===== config.mk =====
export PLATFORM = sky130hd
export DESIGN_NAME = lasi_alarm_irq
export DESIGN_NICKNAME = d
export VERILOG_FILES = /design/src/lasi_pkg.sv /design/src/lasi_alarm_irq.sv
export SDC_FILE = /design/constraint.sdc
export NUM_CORES = 1
export LEC_CHECK = 0
export BUFFER_PORTS_ARGS = -buffer_cell sky130_fd_sc_hd__buf_2
export CAP_MARGIN = 20
export CORE_MARGIN = 4
export CORE_UTILIZATION = 48
export DETAILED_ROUTE_END_ITERATION = 8
export GPL_TIMING_DRIVEN = 1
export PLACE_DENSITY_LB_ADDON = 0.05
export SLEW_MARGIN = 20
export SYNTH_ARGS = -nofsm -noshare
export SYNTH_HDL_FRONTEND = slang
export SYNTH_SLANG_ARGS = --single-unit

===== constraint.sdc =====
create_clock -name clk_i -period 2.7 [get_ports clk_i]
set_clock_uncertainty 0.1 [all_clocks]
set_input_delay 0.27 -clock clk_i [delete_from_list [all_inputs] [get_ports clk_i]]
set_output_delay 0.27 -clock clk_i [all_outputs]
set_load 0.03 [all_outputs]

===== src/lasi_pkg.sv =====
package lasi_pkg;
	// Register indices; the byte address is four times the index
	localparam logic [11:0] IDX_IRQ_EN    = 12'hF04;
	localparam logic [11:0] IDX_STATUS    = 12'hF05;
	localparam logic [11:0] IDX_CHANGES   = 12'hF07;
	localparam logic [13:0] ADDR_IRQ_EN   = {IDX_IRQ_EN, 2'h0};
	localparam logic [13:0] ADDR_STATUS   = {IDX_STATUS, 2'h0};
	localparam logic [13:0] ADDR_CHANGES  = {IDX_CHANGES, 2'h0};
	// Enable register fields
	localparam int BIT_PATTERN_IE = 0;
	localparam int BIT_LOSS_IE    = 1;
	localparam int BIT_FIFO_IE    = 5;
	localparam int BIT_DMON_IE    = 6;
	localparam logic [7:0] IRQ_EN_MASK  = 8'h63;
	localparam logic [7:0] IRQ_EN_RESET = 8'h00;
	// Status register fields
	localparam int BIT_PATTERN_ST = 0;
	localparam int BIT_LOSS_ST    = 1;
	localparam int BIT_FIFO_ST    = 5;
	localparam int BIT_DMON_ST    = 6;
	localparam logic [7:0] STATUS_MASK = 8'h63;
	// Driver monitor silence length in bit periods
	localparam int          DMON_BITS    = 128;
	localparam logic [7:0]  DMON_LIMIT   = 8'(DMON_BITS);
	// FIFO limit window in bits
	localparam logic [7:0]  FIFO_WINDOW  = 8'h03;
	localparam logic [1:0]  RESP_OKAY    = 2'h0;
	localparam logic [1:0]  RESP_SLVERR  = 2'h2;
endpackage


===== src/lasi_alarm_irq.sv =====
`timescale 1ns/1ns
`default_nettype none
// Contract
// - SIGNAL_LOSS_DEFECT declare and clear interrupt when enabled; the code raises it only in single-rail mode
// - Pattern detect start/stop interrupt when enabled; the code raises it only in single-rail mode
// - DMO alarm after 128 silent bit periods
// - DMO alarm clears at once on pulse
// - Status bit 6 shows DMO alarm
// - DMO transitions interrupt when bit 6 enabled; the code raises it only in single-rail mode
// - Status bit 5: FIFO pointers within three
// - FIFO flag transitions interrupt when enabled; the code raises it only in single-rail mode
// - Status bits 7 and 4 read zero
module lasi_alarm_irq (
	// Clock and reset
	input  wire logic        clk_i,
	input  wire logic        rst_i,
	// Line side
	input  wire logic        bit_en_i,
	input  wire logic        tx_line_pos_i,
	input  wire logic        tx_line_neg_i,
	input  wire logic        signal_loss_defect_i,
	input  wire logic        pattern_detect_i,
	input  wire logic [7:0]  fifo_wr_ptr_i,
	input  wire logic [7:0]  fifo_rd_ptr_i,
	input  wire logic        single_rail_i,
	// AXI4-Lite write
	input  wire logic [13:0] s_axi_awaddr,
	input  wire logic        s_axi_awvalid,
	output logic             s_axi_awready,
	input  wire logic [31:0] s_axi_wdata,
	input  wire logic [3:0]  s_axi_wstrb,
	input  wire logic        s_axi_wvalid,
	output logic             s_axi_wready,
	output logic [1:0]       s_axi_bresp,
	output logic             s_axi_bvalid,
	input  wire logic        s_axi_bready,
	// AXI4-Lite read
	input  wire logic [13:0] s_axi_araddr,
	input  wire logic        s_axi_arvalid,
	output logic             s_axi_arready,
	output logic [31:0]      s_axi_rdata,
	output logic [1:0]       s_axi_rresp,
	output logic             s_axi_rvalid,
	input  wire logic        s_axi_rready,
	// Interrupt event
	output logic             irq_o
);

	// Pin synchronisers
	logic [1:0] pos_s_q, neg_s_q, los_s_q, pat_s_q;
	always_ff @(posedge clk_i) begin
		if (rst_i) begin
			pos_s_q <= 2'h0;
			neg_s_q <= 2'h0;
			los_s_q <= 2'h0;
			pat_s_q <= 2'h0;
		end else begin
			pos_s_q <= {pos_s_q[0], tx_line_pos_i};
			neg_s_q <= {neg_s_q[0], tx_line_neg_i};
			los_s_q <= {los_s_q[0], signal_loss_defect_i};
			pat_s_q <= {pat_s_q[0], pattern_detect_i};
		end
	end

	// Driver monitor: counts silent bit periods
	logic [7:0] silent_q;
	logic       dmon_q;
	logic       pulse_seen;
	assign pulse_seen = pos_s_q[1] | neg_s_q[1];
	always_ff @(posedge clk_i) begin
		if (rst_i) begin
			silent_q <= 8'h00;
			dmon_q   <= 1'b0;
		end else if (pulse_seen) begin
			silent_q <= 8'h00;
			dmon_q   <= 1'b0;
		end else if (bit_en_i) begin
			if (silent_q == lasi_pkg::DMON_LIMIT - 8'h01) begin
				dmon_q <= 1'b1;
			end else begin
				silent_q <= silent_q + 8'h01;
			end
		end
	end

	// FIFO limit: pointers within the window either way
	logic [7:0] ptr_diff;
	logic       fifo_lim_q;
	assign ptr_diff = fifo_wr_ptr_i - fifo_rd_ptr_i;
	always_ff @(posedge clk_i) begin
		if (rst_i) begin
			fifo_lim_q <= 1'b0;
		end else begin
			fifo_lim_q <= (ptr_diff <= lasi_pkg::FIFO_WINDOW) ||
				((8'h00 - ptr_diff) <= lasi_pkg::FIFO_WINDOW);
		end
	end

	// Status word; unused bits tie to zero
	logic [7:0] status;
	always_comb begin
		status = 8'h00;
		status[lasi_pkg::BIT_PATTERN_ST] = pat_s_q[1];
		status[lasi_pkg::BIT_LOSS_ST]    = los_s_q[1];
		status[lasi_pkg::BIT_FIFO_ST]    = fifo_lim_q;
		status[lasi_pkg::BIT_DMON_ST]    = dmon_q;
	end

	// Change detection against previous cycle
	logic [7:0] status_prev_q;
	logic [7:0] changes;
	logic [7:0] irq_en_q;
	always_ff @(posedge clk_i) begin
		if (rst_i) begin
			status_prev_q <= 8'h00;
		end else begin
			status_prev_q <= status;
		end
	end
	assign changes = (status ^ status_prev_q) & lasi_pkg::STATUS_MASK;

	// One-cycle interrupt pulse per enabled change; gated by single-rail mode
	always_ff @(posedge clk_i) begin
		if (rst_i) begin
			irq_o <= 1'b0;
		end else begin
			irq_o <= single_rail_i && (changes & irq_en_q) != 8'h00;
		end
	end

	// Sticky change log, readable and write-one-to-clear; set wins
	logic [7:0] seen_q;
	logic       wr_fire;
	logic [13:0] aw_q;
	logic [31:0] w_q;
	logic [3:0]  ws_q;
	logic        aw_have_q, w_have_q;
	always_ff @(posedge clk_i) begin
		if (rst_i) begin
			seen_q <= 8'h00;
		end else if (wr_fire && aw_q == lasi_pkg::ADDR_CHANGES && ws_q[0]) begin
			seen_q <= (seen_q & ~w_q[7:0]) | changes;
		end else begin
			seen_q <= seen_q | changes;
		end
	end

	// AXI write path: address and data taken in either order
	assign s_axi_awready = !aw_have_q && !s_axi_bvalid;
	assign s_axi_wready  = !w_have_q && !s_axi_bvalid;
	assign wr_fire       = aw_have_q && w_have_q && !s_axi_bvalid;
	always_ff @(posedge clk_i) begin
		if (rst_i) begin
			aw_have_q <= 1'b0;
			w_have_q  <= 1'b0;
			aw_q      <= 14'h0000;
			w_q       <= 32'h0000_0000;
			ws_q      <= 4'h0;
		end else begin
			if (s_axi_awvalid && s_axi_awready) begin
				aw_have_q <= 1'b1;
				aw_q      <= s_axi_awaddr;
			end else if (wr_fire) begin
				aw_have_q <= 1'b0;
			end
			if (s_axi_wvalid && s_axi_wready) begin
				w_have_q <= 1'b1;
				w_q      <= s_axi_wdata;
				ws_q     <= s_axi_wstrb;
			end else if (wr_fire) begin
				w_have_q <= 1'b0;
			end
		end
	end

	always_ff @(posedge clk_i) begin
		if (rst_i) begin
			irq_en_q <= lasi_pkg::IRQ_EN_RESET;
		end else if (wr_fire && aw_q == lasi_pkg::ADDR_IRQ_EN && ws_q[0]) begin
			irq_en_q <= w_q[7:0] & lasi_pkg::IRQ_EN_MASK;
		end
	end

	always_ff @(posedge clk_i) begin
		if (rst_i) begin
			s_axi_bvalid <= 1'b0;
			s_axi_bresp  <= lasi_pkg::RESP_OKAY;
		end else if (wr_fire) begin
			s_axi_bvalid <= 1'b1;
			if (aw_q == lasi_pkg::ADDR_IRQ_EN || aw_q == lasi_pkg::ADDR_CHANGES) begin
				s_axi_bresp <= lasi_pkg::RESP_OKAY;
			end else begin
				s_axi_bresp <= lasi_pkg::RESP_SLVERR;
			end
		end else if (s_axi_bready) begin
			s_axi_bvalid <= 1'b0;
		end
	end

	// AXI read path: one read in flight
	assign s_axi_arready = !s_axi_rvalid;
	always_ff @(posedge clk_i) begin
		if (rst_i) begin
			s_axi_rvalid <= 1'b0;
			s_axi_rdata  <= 32'h0000_0000;
			s_axi_rresp  <= lasi_pkg::RESP_OKAY;
		end else if (s_axi_arvalid && s_axi_arready) begin
			s_axi_rvalid <= 1'b1;
			s_axi_rresp  <= lasi_pkg::RESP_OKAY;
			if (s_axi_araddr == lasi_pkg::ADDR_IRQ_EN) begin
				s_axi_rdata <= {24'h000000, irq_en_q};
			end else if (s_axi_araddr == lasi_pkg::ADDR_STATUS) begin
				s_axi_rdata <= {24'h000000, status};
			end else if (s_axi_araddr == lasi_pkg::ADDR_CHANGES) begin
				s_axi_rdata <= {24'h000000, seen_q};
			end else begin
				s_axi_rdata <= 32'h0000_0000;
				s_axi_rresp <= lasi_pkg::RESP_SLVERR;
			end
		end else if (s_axi_rready) begin
			s_axi_rvalid <= 1'b0;
		end
	end

	// Checks
	a_dmon_declare: assert property (@(posedge clk_i) disable iff (rst_i)
		$rose(dmon_q) |-> $past(silent_q) == lasi_pkg::DMON_LIMIT - 8'h01 && $past(bit_en_i))
		else $error("driver alarm rose early");
	a_dmon_clear: assert property (@(posedge clk_i) disable iff (rst_i)
		pulse_seen |=> !dmon_q)
		else $error("driver alarm not cleared");
	a_status_dmon: assert property (@(posedge clk_i) disable iff (rst_i)
		status[lasi_pkg::BIT_DMON_ST] == dmon_q)
		else $error("status bit 6 wrong");
	a_fifo_flag: assert property (@(posedge clk_i) disable iff (rst_i)
		$past(fifo_wr_ptr_i) == $past(fifo_rd_ptr_i) |-> status[lasi_pkg::BIT_FIFO_ST])
		else $error("fifo flag missing");
	a_unused_zero: assert property (@(posedge clk_i) disable iff (rst_i)
		status[7] == 1'b0 && status[4] == 1'b0)
		else $error("unused status bit set");
	a_loss_irq: assert property (@(posedge clk_i) disable iff (rst_i)
		single_rail_i && irq_en_q[lasi_pkg::BIT_LOSS_IE] && $changed(los_s_q[1]) |=> irq_o)
		else $error("loss change lost");
	a_pat_irq: assert property (@(posedge clk_i) disable iff (rst_i)
		single_rail_i && irq_en_q[lasi_pkg::BIT_PATTERN_IE] && $changed(pat_s_q[1]) |=> irq_o)
		else $error("pattern change lost");
	a_dmon_irq: assert property (@(posedge clk_i) disable iff (rst_i)
		single_rail_i && irq_en_q[lasi_pkg::BIT_DMON_IE] && $changed(dmon_q) |=> irq_o)
		else $error("driver change lost");
	a_fifo_irq: assert property (@(posedge clk_i) disable iff (rst_i)
		single_rail_i && irq_en_q[lasi_pkg::BIT_FIFO_IE] && $changed(fifo_lim_q) |=> irq_o)
		else $error("fifo change lost");
	a_irq_cause: assert property (@(posedge clk_i) disable iff (rst_i)
		irq_o |-> $past((changes & irq_en_q) != 8'h00))
		else $error("interrupt without cause");
	c_dmon_set: cover property (@(posedge clk_i) disable iff (rst_i) $rose(dmon_q));
	c_irq: cover property (@(posedge clk_i) disable iff (rst_i) irq_o);
	c_write: cover property (@(posedge clk_i) disable iff (rst_i) wr_fire);
	c_read: cover property (@(posedge clk_i) disable iff (rst_i) s_axi_rvalid && s_axi_rready);
	c_fifo_set: cover property (@(posedge clk_i) disable iff (rst_i) $rose(fifo_lim_q));

	// Gating and masking
	// Outside single-rail mode the registers stay readable, but no event escapes
	a_rail_gate: assert property (@(posedge clk_i) disable iff (rst_i)
		!single_rail_i |=> !irq_o)
		else $error("interrupt outside single rail");
	a_irq_disabled: assert property (@(posedge clk_i) disable iff (rst_i)
		(changes & irq_en_q) == 8'h00 |=> !irq_o)
		else $error("interrupt while disabled");
	a_en_mask: assert property (@(posedge clk_i) disable iff (rst_i)
		(irq_en_q & ~lasi_pkg::IRQ_EN_MASK) == 8'h00)
		else $error("reserved enable bit set");

	// Alarm internals
	// Counter parks one short of the limit, so it never wraps in long silence
	a_dmon_count: assert property (@(posedge clk_i) disable iff (rst_i)
		silent_q <= lasi_pkg::DMON_LIMIT - 8'h01)
		else $error("silence counter overran");
	a_fifo_clear: assert property (@(posedge clk_i) disable iff (rst_i)
		ptr_diff > lasi_pkg::FIFO_WINDOW && (8'h00 - ptr_diff) > lasi_pkg::FIFO_WINDOW |=> !fifo_lim_q)
		else $error("fifo flag without limit");
	// Change log keeps every change even when a clear lands in the same cycle
	a_seen_sets: assert property (@(posedge clk_i) disable iff (rst_i)
		changes != 8'h00 |=> (seen_q & $past(changes)) == $past(changes))
		else $error("change log dropped an event");

	// Bus handshakes
	a_bvalid_hold: assert property (@(posedge clk_i) disable iff (rst_i)
		s_axi_bvalid && !s_axi_bready |=> s_axi_bvalid && $stable(s_axi_bresp))
		else $error("write response dropped");
	a_rvalid_hold: assert property (@(posedge clk_i) disable iff (rst_i)
		s_axi_rvalid && !s_axi_rready |=> s_axi_rvalid && $stable(s_axi_rdata))
		else $error("read response dropped");
	a_rdata_upper: assert property (@(posedge clk_i) disable iff (rst_i)
		s_axi_rvalid |-> s_axi_rdata[31:8] == 24'h000000)
		else $error("upper read bits set");
	// Only one write may be outstanding
	a_wr_ready: assert property (@(posedge clk_i) disable iff (rst_i)
		s_axi_bvalid |-> !s_axi_awready && !s_axi_wready)
		else $error("write taken during response");

endmodule
`default_nettype wire


==> impl_metrics.yaml, run 1 <==
timing:
  worstMarginPinSlew_ns: 0.641
  period_minus_slack_ns: 2.13
  tns_ns: 0
  layout_setup_ws_ns: 0.571
  fin_crit_sh: 0.789
  slew_violations: 0
  setup-violations-final: 0
  timing.slew.headroom: 0.572
  max_freq_mhz: 470
  timing_hold_violations_final: 0
  rsz0062_at_grt: "false"
cells_and_area:
  syn_to_final_growth_pct: 18.2
  finalInstanceArea_um2: 3900
  nets: 576
  drive_gt1_frac: 0.217
  antennaDiodeCount: 0
logic_synthesis:
  yosys-top-cells-count: "dfxtp_1, nand2_1, a21oi_1"
  synthTopCellsByArea: "dfxtp_1, nand2_1, a21oi_1"
  synth-edff-count: 0
  yosys.cell_count.top_type: "dfxtp_1"
  async_flop_share: 0
  ys_warn_count: 0
  synth_cell_type_count: 54
  ys_ff_latch: 72
  avgSynthCellArea_um2: 8.43
  synth_seq_area_share: 0.437
  yosysTopAreaCell: "dfxtp_1"
  synth_top_flop_cell: "dfxtp_1"
  netlist_instances: 391
  yosysTopAreaCellShare: 0.437
  netlist_area_um2: 3300
setup_path:
  crit_type: "in2reg"
  worstPathMaxFanout: 3
  critPathArrivalTime_ns: 2.30
  startpoint_type: "primary input"
  worst-r2r-cell-count: 5
  critPathRequiredTime_ns: 2.87
  cp-end-kind: "flip-flop"
clock_network:
  clock-sinks: 72
  cts_buffers: 9
  path_clk_slew_ns: 0.07
  cts_setup_buffers: 0
  cts_tree: "done"
  clk_latency_ns: 0.34
  root_buffer: "clkbuf_8"
  htree_levels: 3
  cts_buffer_depth: 2
place:
  place_congestion: 0.778
  pre_cts_slack_ns: 0.223
  place_area_um2: 3670
  port_buffers: 81
  dp_hpwl_um: 5060
global_route:
  antenna_found_initial: 0
  grtUsageTotal: 0.164
  grt_max_degree: 37
  gr-total-overflow: 0
  grt_pass1_vias: 2613
  grt_pass1_wl_um: 11300
job:
  max-cap-violations: 0
floorplan:
  core-area_um2: 6490
  num_rows: 29
  io_pins: 135
  die_w_um: 90.9
  die_area_um2: 8260
  initial_core_util: 0.508
  die_h_um: 90.9
pwr:
  p_per_area_nw_per_um2: 603
  ir_drop_mv: 0.461
  leakagePower_nw: 1.73
  fin_total_pwr_mw: 2.35
routing:
  vias: 2749
  drc: 0
  dr.pass1.iters: 4
  wl_per_cell_um: 11.9
  antenna_left: 0
  routed_wl_um: 6610
  drt_iter0_markers: 73
  viasPerCell: 4.94
run_status:
  status: "completed"
min_path:
  min_path_cells: 2
  hp-class: "in2reg"
worst max-delay path, stage by stage:
cell and delay (ns):
buf_2 0.07, inv_1 0.03, ha_1 0.21, fa_1 0.41, nand2b_1 0.21, a2111oi_2 0.31
a211oi_1 0.10, or4_1 0.40, mux2i_1 0.13, and3_1 0.15
through the flow:
stage,std cells,util,hold slack [ns]
final,556,0.600,0.0409
after floorplan,416,-,0.269
after CTS,556,0.600,0.0240
after global placement,539,0.565,0.314
after global routing,556,0.600,0.0327
after detailed placement,539,0.565,0.316
what timing repair did:
action                    CTS  global route
resized for setup           0             0
hold buffers                1             0
hold endpoints to repair    1             0
cells in the final DEF (no fill, tap or decap), types with 2 or more instances in the layout:
cell and n:
o21ai_1 3, o211ai_1 2, ha_1 8, a211oi_1 3, nand4_1 4, inv_1 23, nor2b_1 18, xor2_1 4
buf_4 2, o21ai_0 11, nor3b_1 2, dfxtp_1 72, nor2_1 26, buf_2 81, mux2i_1 6, a22oi_1 7
nand3_1 5, a21oi_1 42, nand2b_1 4, clkbuf_8 12, or3_1 5, conb_1 26, nand2_1 63, a31oi_1 5
a21o_1 2, and3_1 3, xnor2_1 8, nor4b_1 2
cell families (layout without fill, tap and decap cells):
kind of cell,count (synthesis),count (layout),synth area share
other cells,1,26,0.00114
compound gates,85,85,0.157
simple gates,146,146,0.219
mux,6,6,0.0182
buf+inv,60,123,0.0983
flops,72,72,0.437
xor+xnor,12,12,0.0319
fa+ha+maj,9,9,0.0364
metal layers:
layer	wire [µm]	global-route usage	share of wire	up-vias
li1	-	-	-	1446
met1	3150	0.202	0.48	1215
met2	2880	0.267	0.43	79
met3	492	0.0558	0.074	9
met4	93	0.0565	0.014	0
met5	0	0	0	-
power breakdown:
group	internal [mW]	switching (mW)	leakage, nW
clock	0.502	0.381	0.109
combinational	0.128	0.211	1.04
sequential	1.10	0.0245	0.587
total	1.73	0.617	1.73
area by class of cell:
cell class                 count  area (µm²)
fill                         630        2600
timing repair buffer          84         430
tap                           77        96.3
inverter                      23        86.3
sequential                    72        1440
clock buffer                  12         165
multi-input combinational    284        1630
clock inverter                 4        51.3
registers in the layout (all words and copies together), names as in the netlist, 2 cells and up:
| name | count |
|---|---|
| aw_q | 14 |
| s_axi_rdata | 8 |
| seen_q | 8 |
| silent_q | 8 |
| w_q | 8 |
| irq_en_q | 4 |
| status_prev_q | 4 |
| los_s_q | 2 |
| neg_s_q | 2 |
| pat_s_q | 2 |
| pos_s_q | 2 |
final timing paths:
| path | start | end | slack [ns] |
|---|---|---|---|
| min | tx_line_neg_i | neg_s_q[0] | 0.04 |
| max reg2reg | s_axi_bvalid | seen_q[5] | 0.71 |
| max | fifo_wr_ptr_i[0] | fifo_lim_q | 0.57 |
| min reg2reg | w_q[3] | seen_q[3] | 0.33 |
No activity file was read; power rests on OpenSTA's default activity.
==> inputs of run 2 (changes only) <==
ABC_AREA = 1   (was unset)
CORE_UTILIZATION = 49   (was 48)
clock period = 2 ns   (was 2.7 ns; I/O delays follow)
==> impl_metrics.yaml, run 2 <==
run_status:
  status: "completed"
logic_synthesis:
  synth-edff-count: 0
  synth_seq_area_share: 0.409
  async_flop_share: 0
  netlist_area_um2: 3530
  netlist_instances: 491
  synth_top_flop_cell: "dfxtp_1"
  yosys-top-cells-count: "inv_1, dfxtp_1, nand2_1"
  avgSynthCellArea_um2: 7.18
  ys_ff_latch: 72
  ys_warn_count: 0
  yosys.cell_count.top_type: "inv_1"
  synth_cell_type_count: 36
  yosysTopAreaCellShare: 0.409
  yosysTopAreaCell: "dfxtp_1"
  synthTopCellsByArea: "dfxtp_1, inv_1, nand2_1"
timing:
  rsz0062_at_grt: "false"
  layout_setup_ws_ns: 0.305
  slew_violations: 0
  tns_ns: 0
  setup-violations-final: 0
  worstMarginPinSlew_ns: 0.533
  fin_crit_sh: 0.847
  period_minus_slack_ns: 1.69
  max_freq_mhz: 590
  timing.slew.headroom: 0.642
  timing_hold_violations_final: 0
cells_and_area:
  fin_util: 0.613
  fillers: 697
  largest_register_ff_count: 14
  mostFrequentLayoutCells: "buf_2, inv_1, dfxtp_1"
  antennaDiodeCount: 0
  syn_to_final_growth_pct: 20.1
  drive_gt1_frac: 0.199
  largest_register: "aw_q"
  nets: 686
  final_common_cell: "buf_2"
floorplan:
  initial_core_util: 0.511
  core-area_um2: 6910
  io_pins: 135
  num_rows: 30
  die_h_um: 92.8
  die_area_um2: 8620
  die_w_um: 92.8
setup_path:
  r2r-end: "silent_q[4]"
  reg2reg_from: "silent_q[0]"
  cp_cell_sequence: "ha_1 > nand2_2 > nor2_2 > nand2_2 > nor2_4 > nand2_2 > nand2_4 > inv_4 > nand2_4 > xor2_2 > nor2_1"
  worstPathMaxFanout: 9
  critPathRequiredTime_ns: 2.14
  crit_path_max_incr_delay_ns: 0.41
  critPathArrivalTime_ns: 1.83
  crit_type: "reg2reg"
  r2r_slack_ns: 0.31
  crit_path_start: "silent_q[0]"
  worst-r2r-cell-count: 11
  cp_common_cell: "nand2_2"
  cp-end-kind: "flip-flop"
  endpoint: "silent_q[4]"
  crit_slowest_cell: "dfxtp_1"
  startpoint_type: "flip-flop"
place:
  dp_hpwl_um: 5630
  place_congestion: 0.863
  port_buffers: 81
  pre_cts_slack_ns: 0.172
routing:
  dr.pass1.iters: 4
  wl_per_cell_um: 10.8
  drc: 0
  drt_iter0_markers: 74
  antenna_left: 0
  vias: 3156
  routed_wl_um: 7420
  viasPerCell: 4.61
clock_network:
  path_clk_slew_ns: 0.08
  cts_buffer_depth: 2
  clock-sinks: 72
  htree_levels: 3
  clk_latency_ns: 0.34
  root_buffer: "clkbuf_8"
  cts_resized: 0
  cts_buffers: 9
  cts_tree: "done"
global_route:
  gr-total-overflow: 0
  grtUsageTotal: 0.177
  grt_pass1_vias: 2884
  grt_max_degree: 39
  antenna_found_initial: 0
  grt_pass1_wl_um: 12500
pwr:
  p_switching_uw: 894
  seq_power_share: 0.467
  combinationalPowerShare: 0.156
  p_per_area_nw_per_um2: 782
  leakagePower_nw: 2.05
  swShare: 0.270
  p_int_mw: 2.42
  ir_drop_mv: 0.421
  p_clk_frac: 0.377
min_path:
  hp-class: "in2reg"
job:
  max-cap-violations: 0
## run 2: how the worst min path moves through the flow
stage | end | cells past startpoint | start
floorplan | los_s_q[0] | 2 | signal_loss_defect_i
global placement | los_s_q[1] | 2 | los_s_q[0]
detailed placement | los_s_q[1] | 2 | los_s_q[0]
CTS | aw_q[13] | 3 | s_axi_awaddr[13]
global route | aw_q[3] | 3 | s_axi_awaddr[3]
finish | aw_q[13] | 3 | s_axi_awaddr[13]
## run 2: layout make-up
type / count / area (µm²) / area share
inverters: 82 / 310 / 0.0733
well taps: 96 / 120 / 0.0284
multi-input cells: 326 / 1630 / 0.384
repair buffers: 93 / 515 / 0.122
flip-flops and latches: 72 / 1440 / 0.340
clock buffers: 10 / 138 / 0.0325
clock inverters: 5 / 81.3 / 0.0192
## run 2: worst max-delay path: cells and delay by family, from the launching register on
kind | cells | cell delay (ns)
xor+xnor | 1 | 0.13
fa+ha+maj | 1 | 0.24
simple gates | 8 | 0.63
flops | 1 | 0.41
buf+inv | 1 | 0.07
## run 2: through the flow
step / instances / cell area [µm²] / hold slack, ns / power (mW)
after floorplan: 516 / 3620 / 0.207 / 1.98
after global placement: 661 / 3940 / 0.289 / 2.07
after detailed placement: 661 / 3940 / 0.292 / 2.08
after CTS: 684 / 4230 / 0.000533 / 3.35
after global routing: 684 / 4230 / 0.00266 / 3.49
final: 684 / 4230 / 0.0161 / 3.31
## run 2: cells by family (layout without fill, tap and decap cells)
group | Yosys count | count (layout) | synth area share
xor gates and xnor gates | 8 | 8 | 0.0220
other | 1 | 26 | 0.00106
AOI/OAI and AO/OA | 88 | 88 | 0.130
adders and majority gates | 9 | 9 | 0.0341
and+or+nand+nor | 195 | 195 | 0.248
DFF | 72 | 72 | 0.409
buffers and inverters | 118 | 190 | 0.156
## run 2: routing by layer
| metal | global-route usage | part of all wire |
|---|---|---|
| met5 | 0 | 0 |
| met1 | 0.225 | 0.47 |
| met4 | 0.0464 | 0.0088 |
| met3 | 0.0617 | 0.061 |
| met2 | 0.287 | 0.46 |
## run 2: power by group through the flow
stage               combinational, mW  clock [mW]  sequential (mW)
finish                          0.518        1.25             1.55
global route                    0.592        1.35             1.56
CTS                             0.519        1.28             1.55
detailed placement              0.506           0             1.58
global placement                0.495           0             1.58
floorplan                       0.393           0             1.58
## run 2: repair_timing
action	in CTS	in global routing
hold buffers	8	0
hold endpoints to repair	8	0
setup buffers	0	0
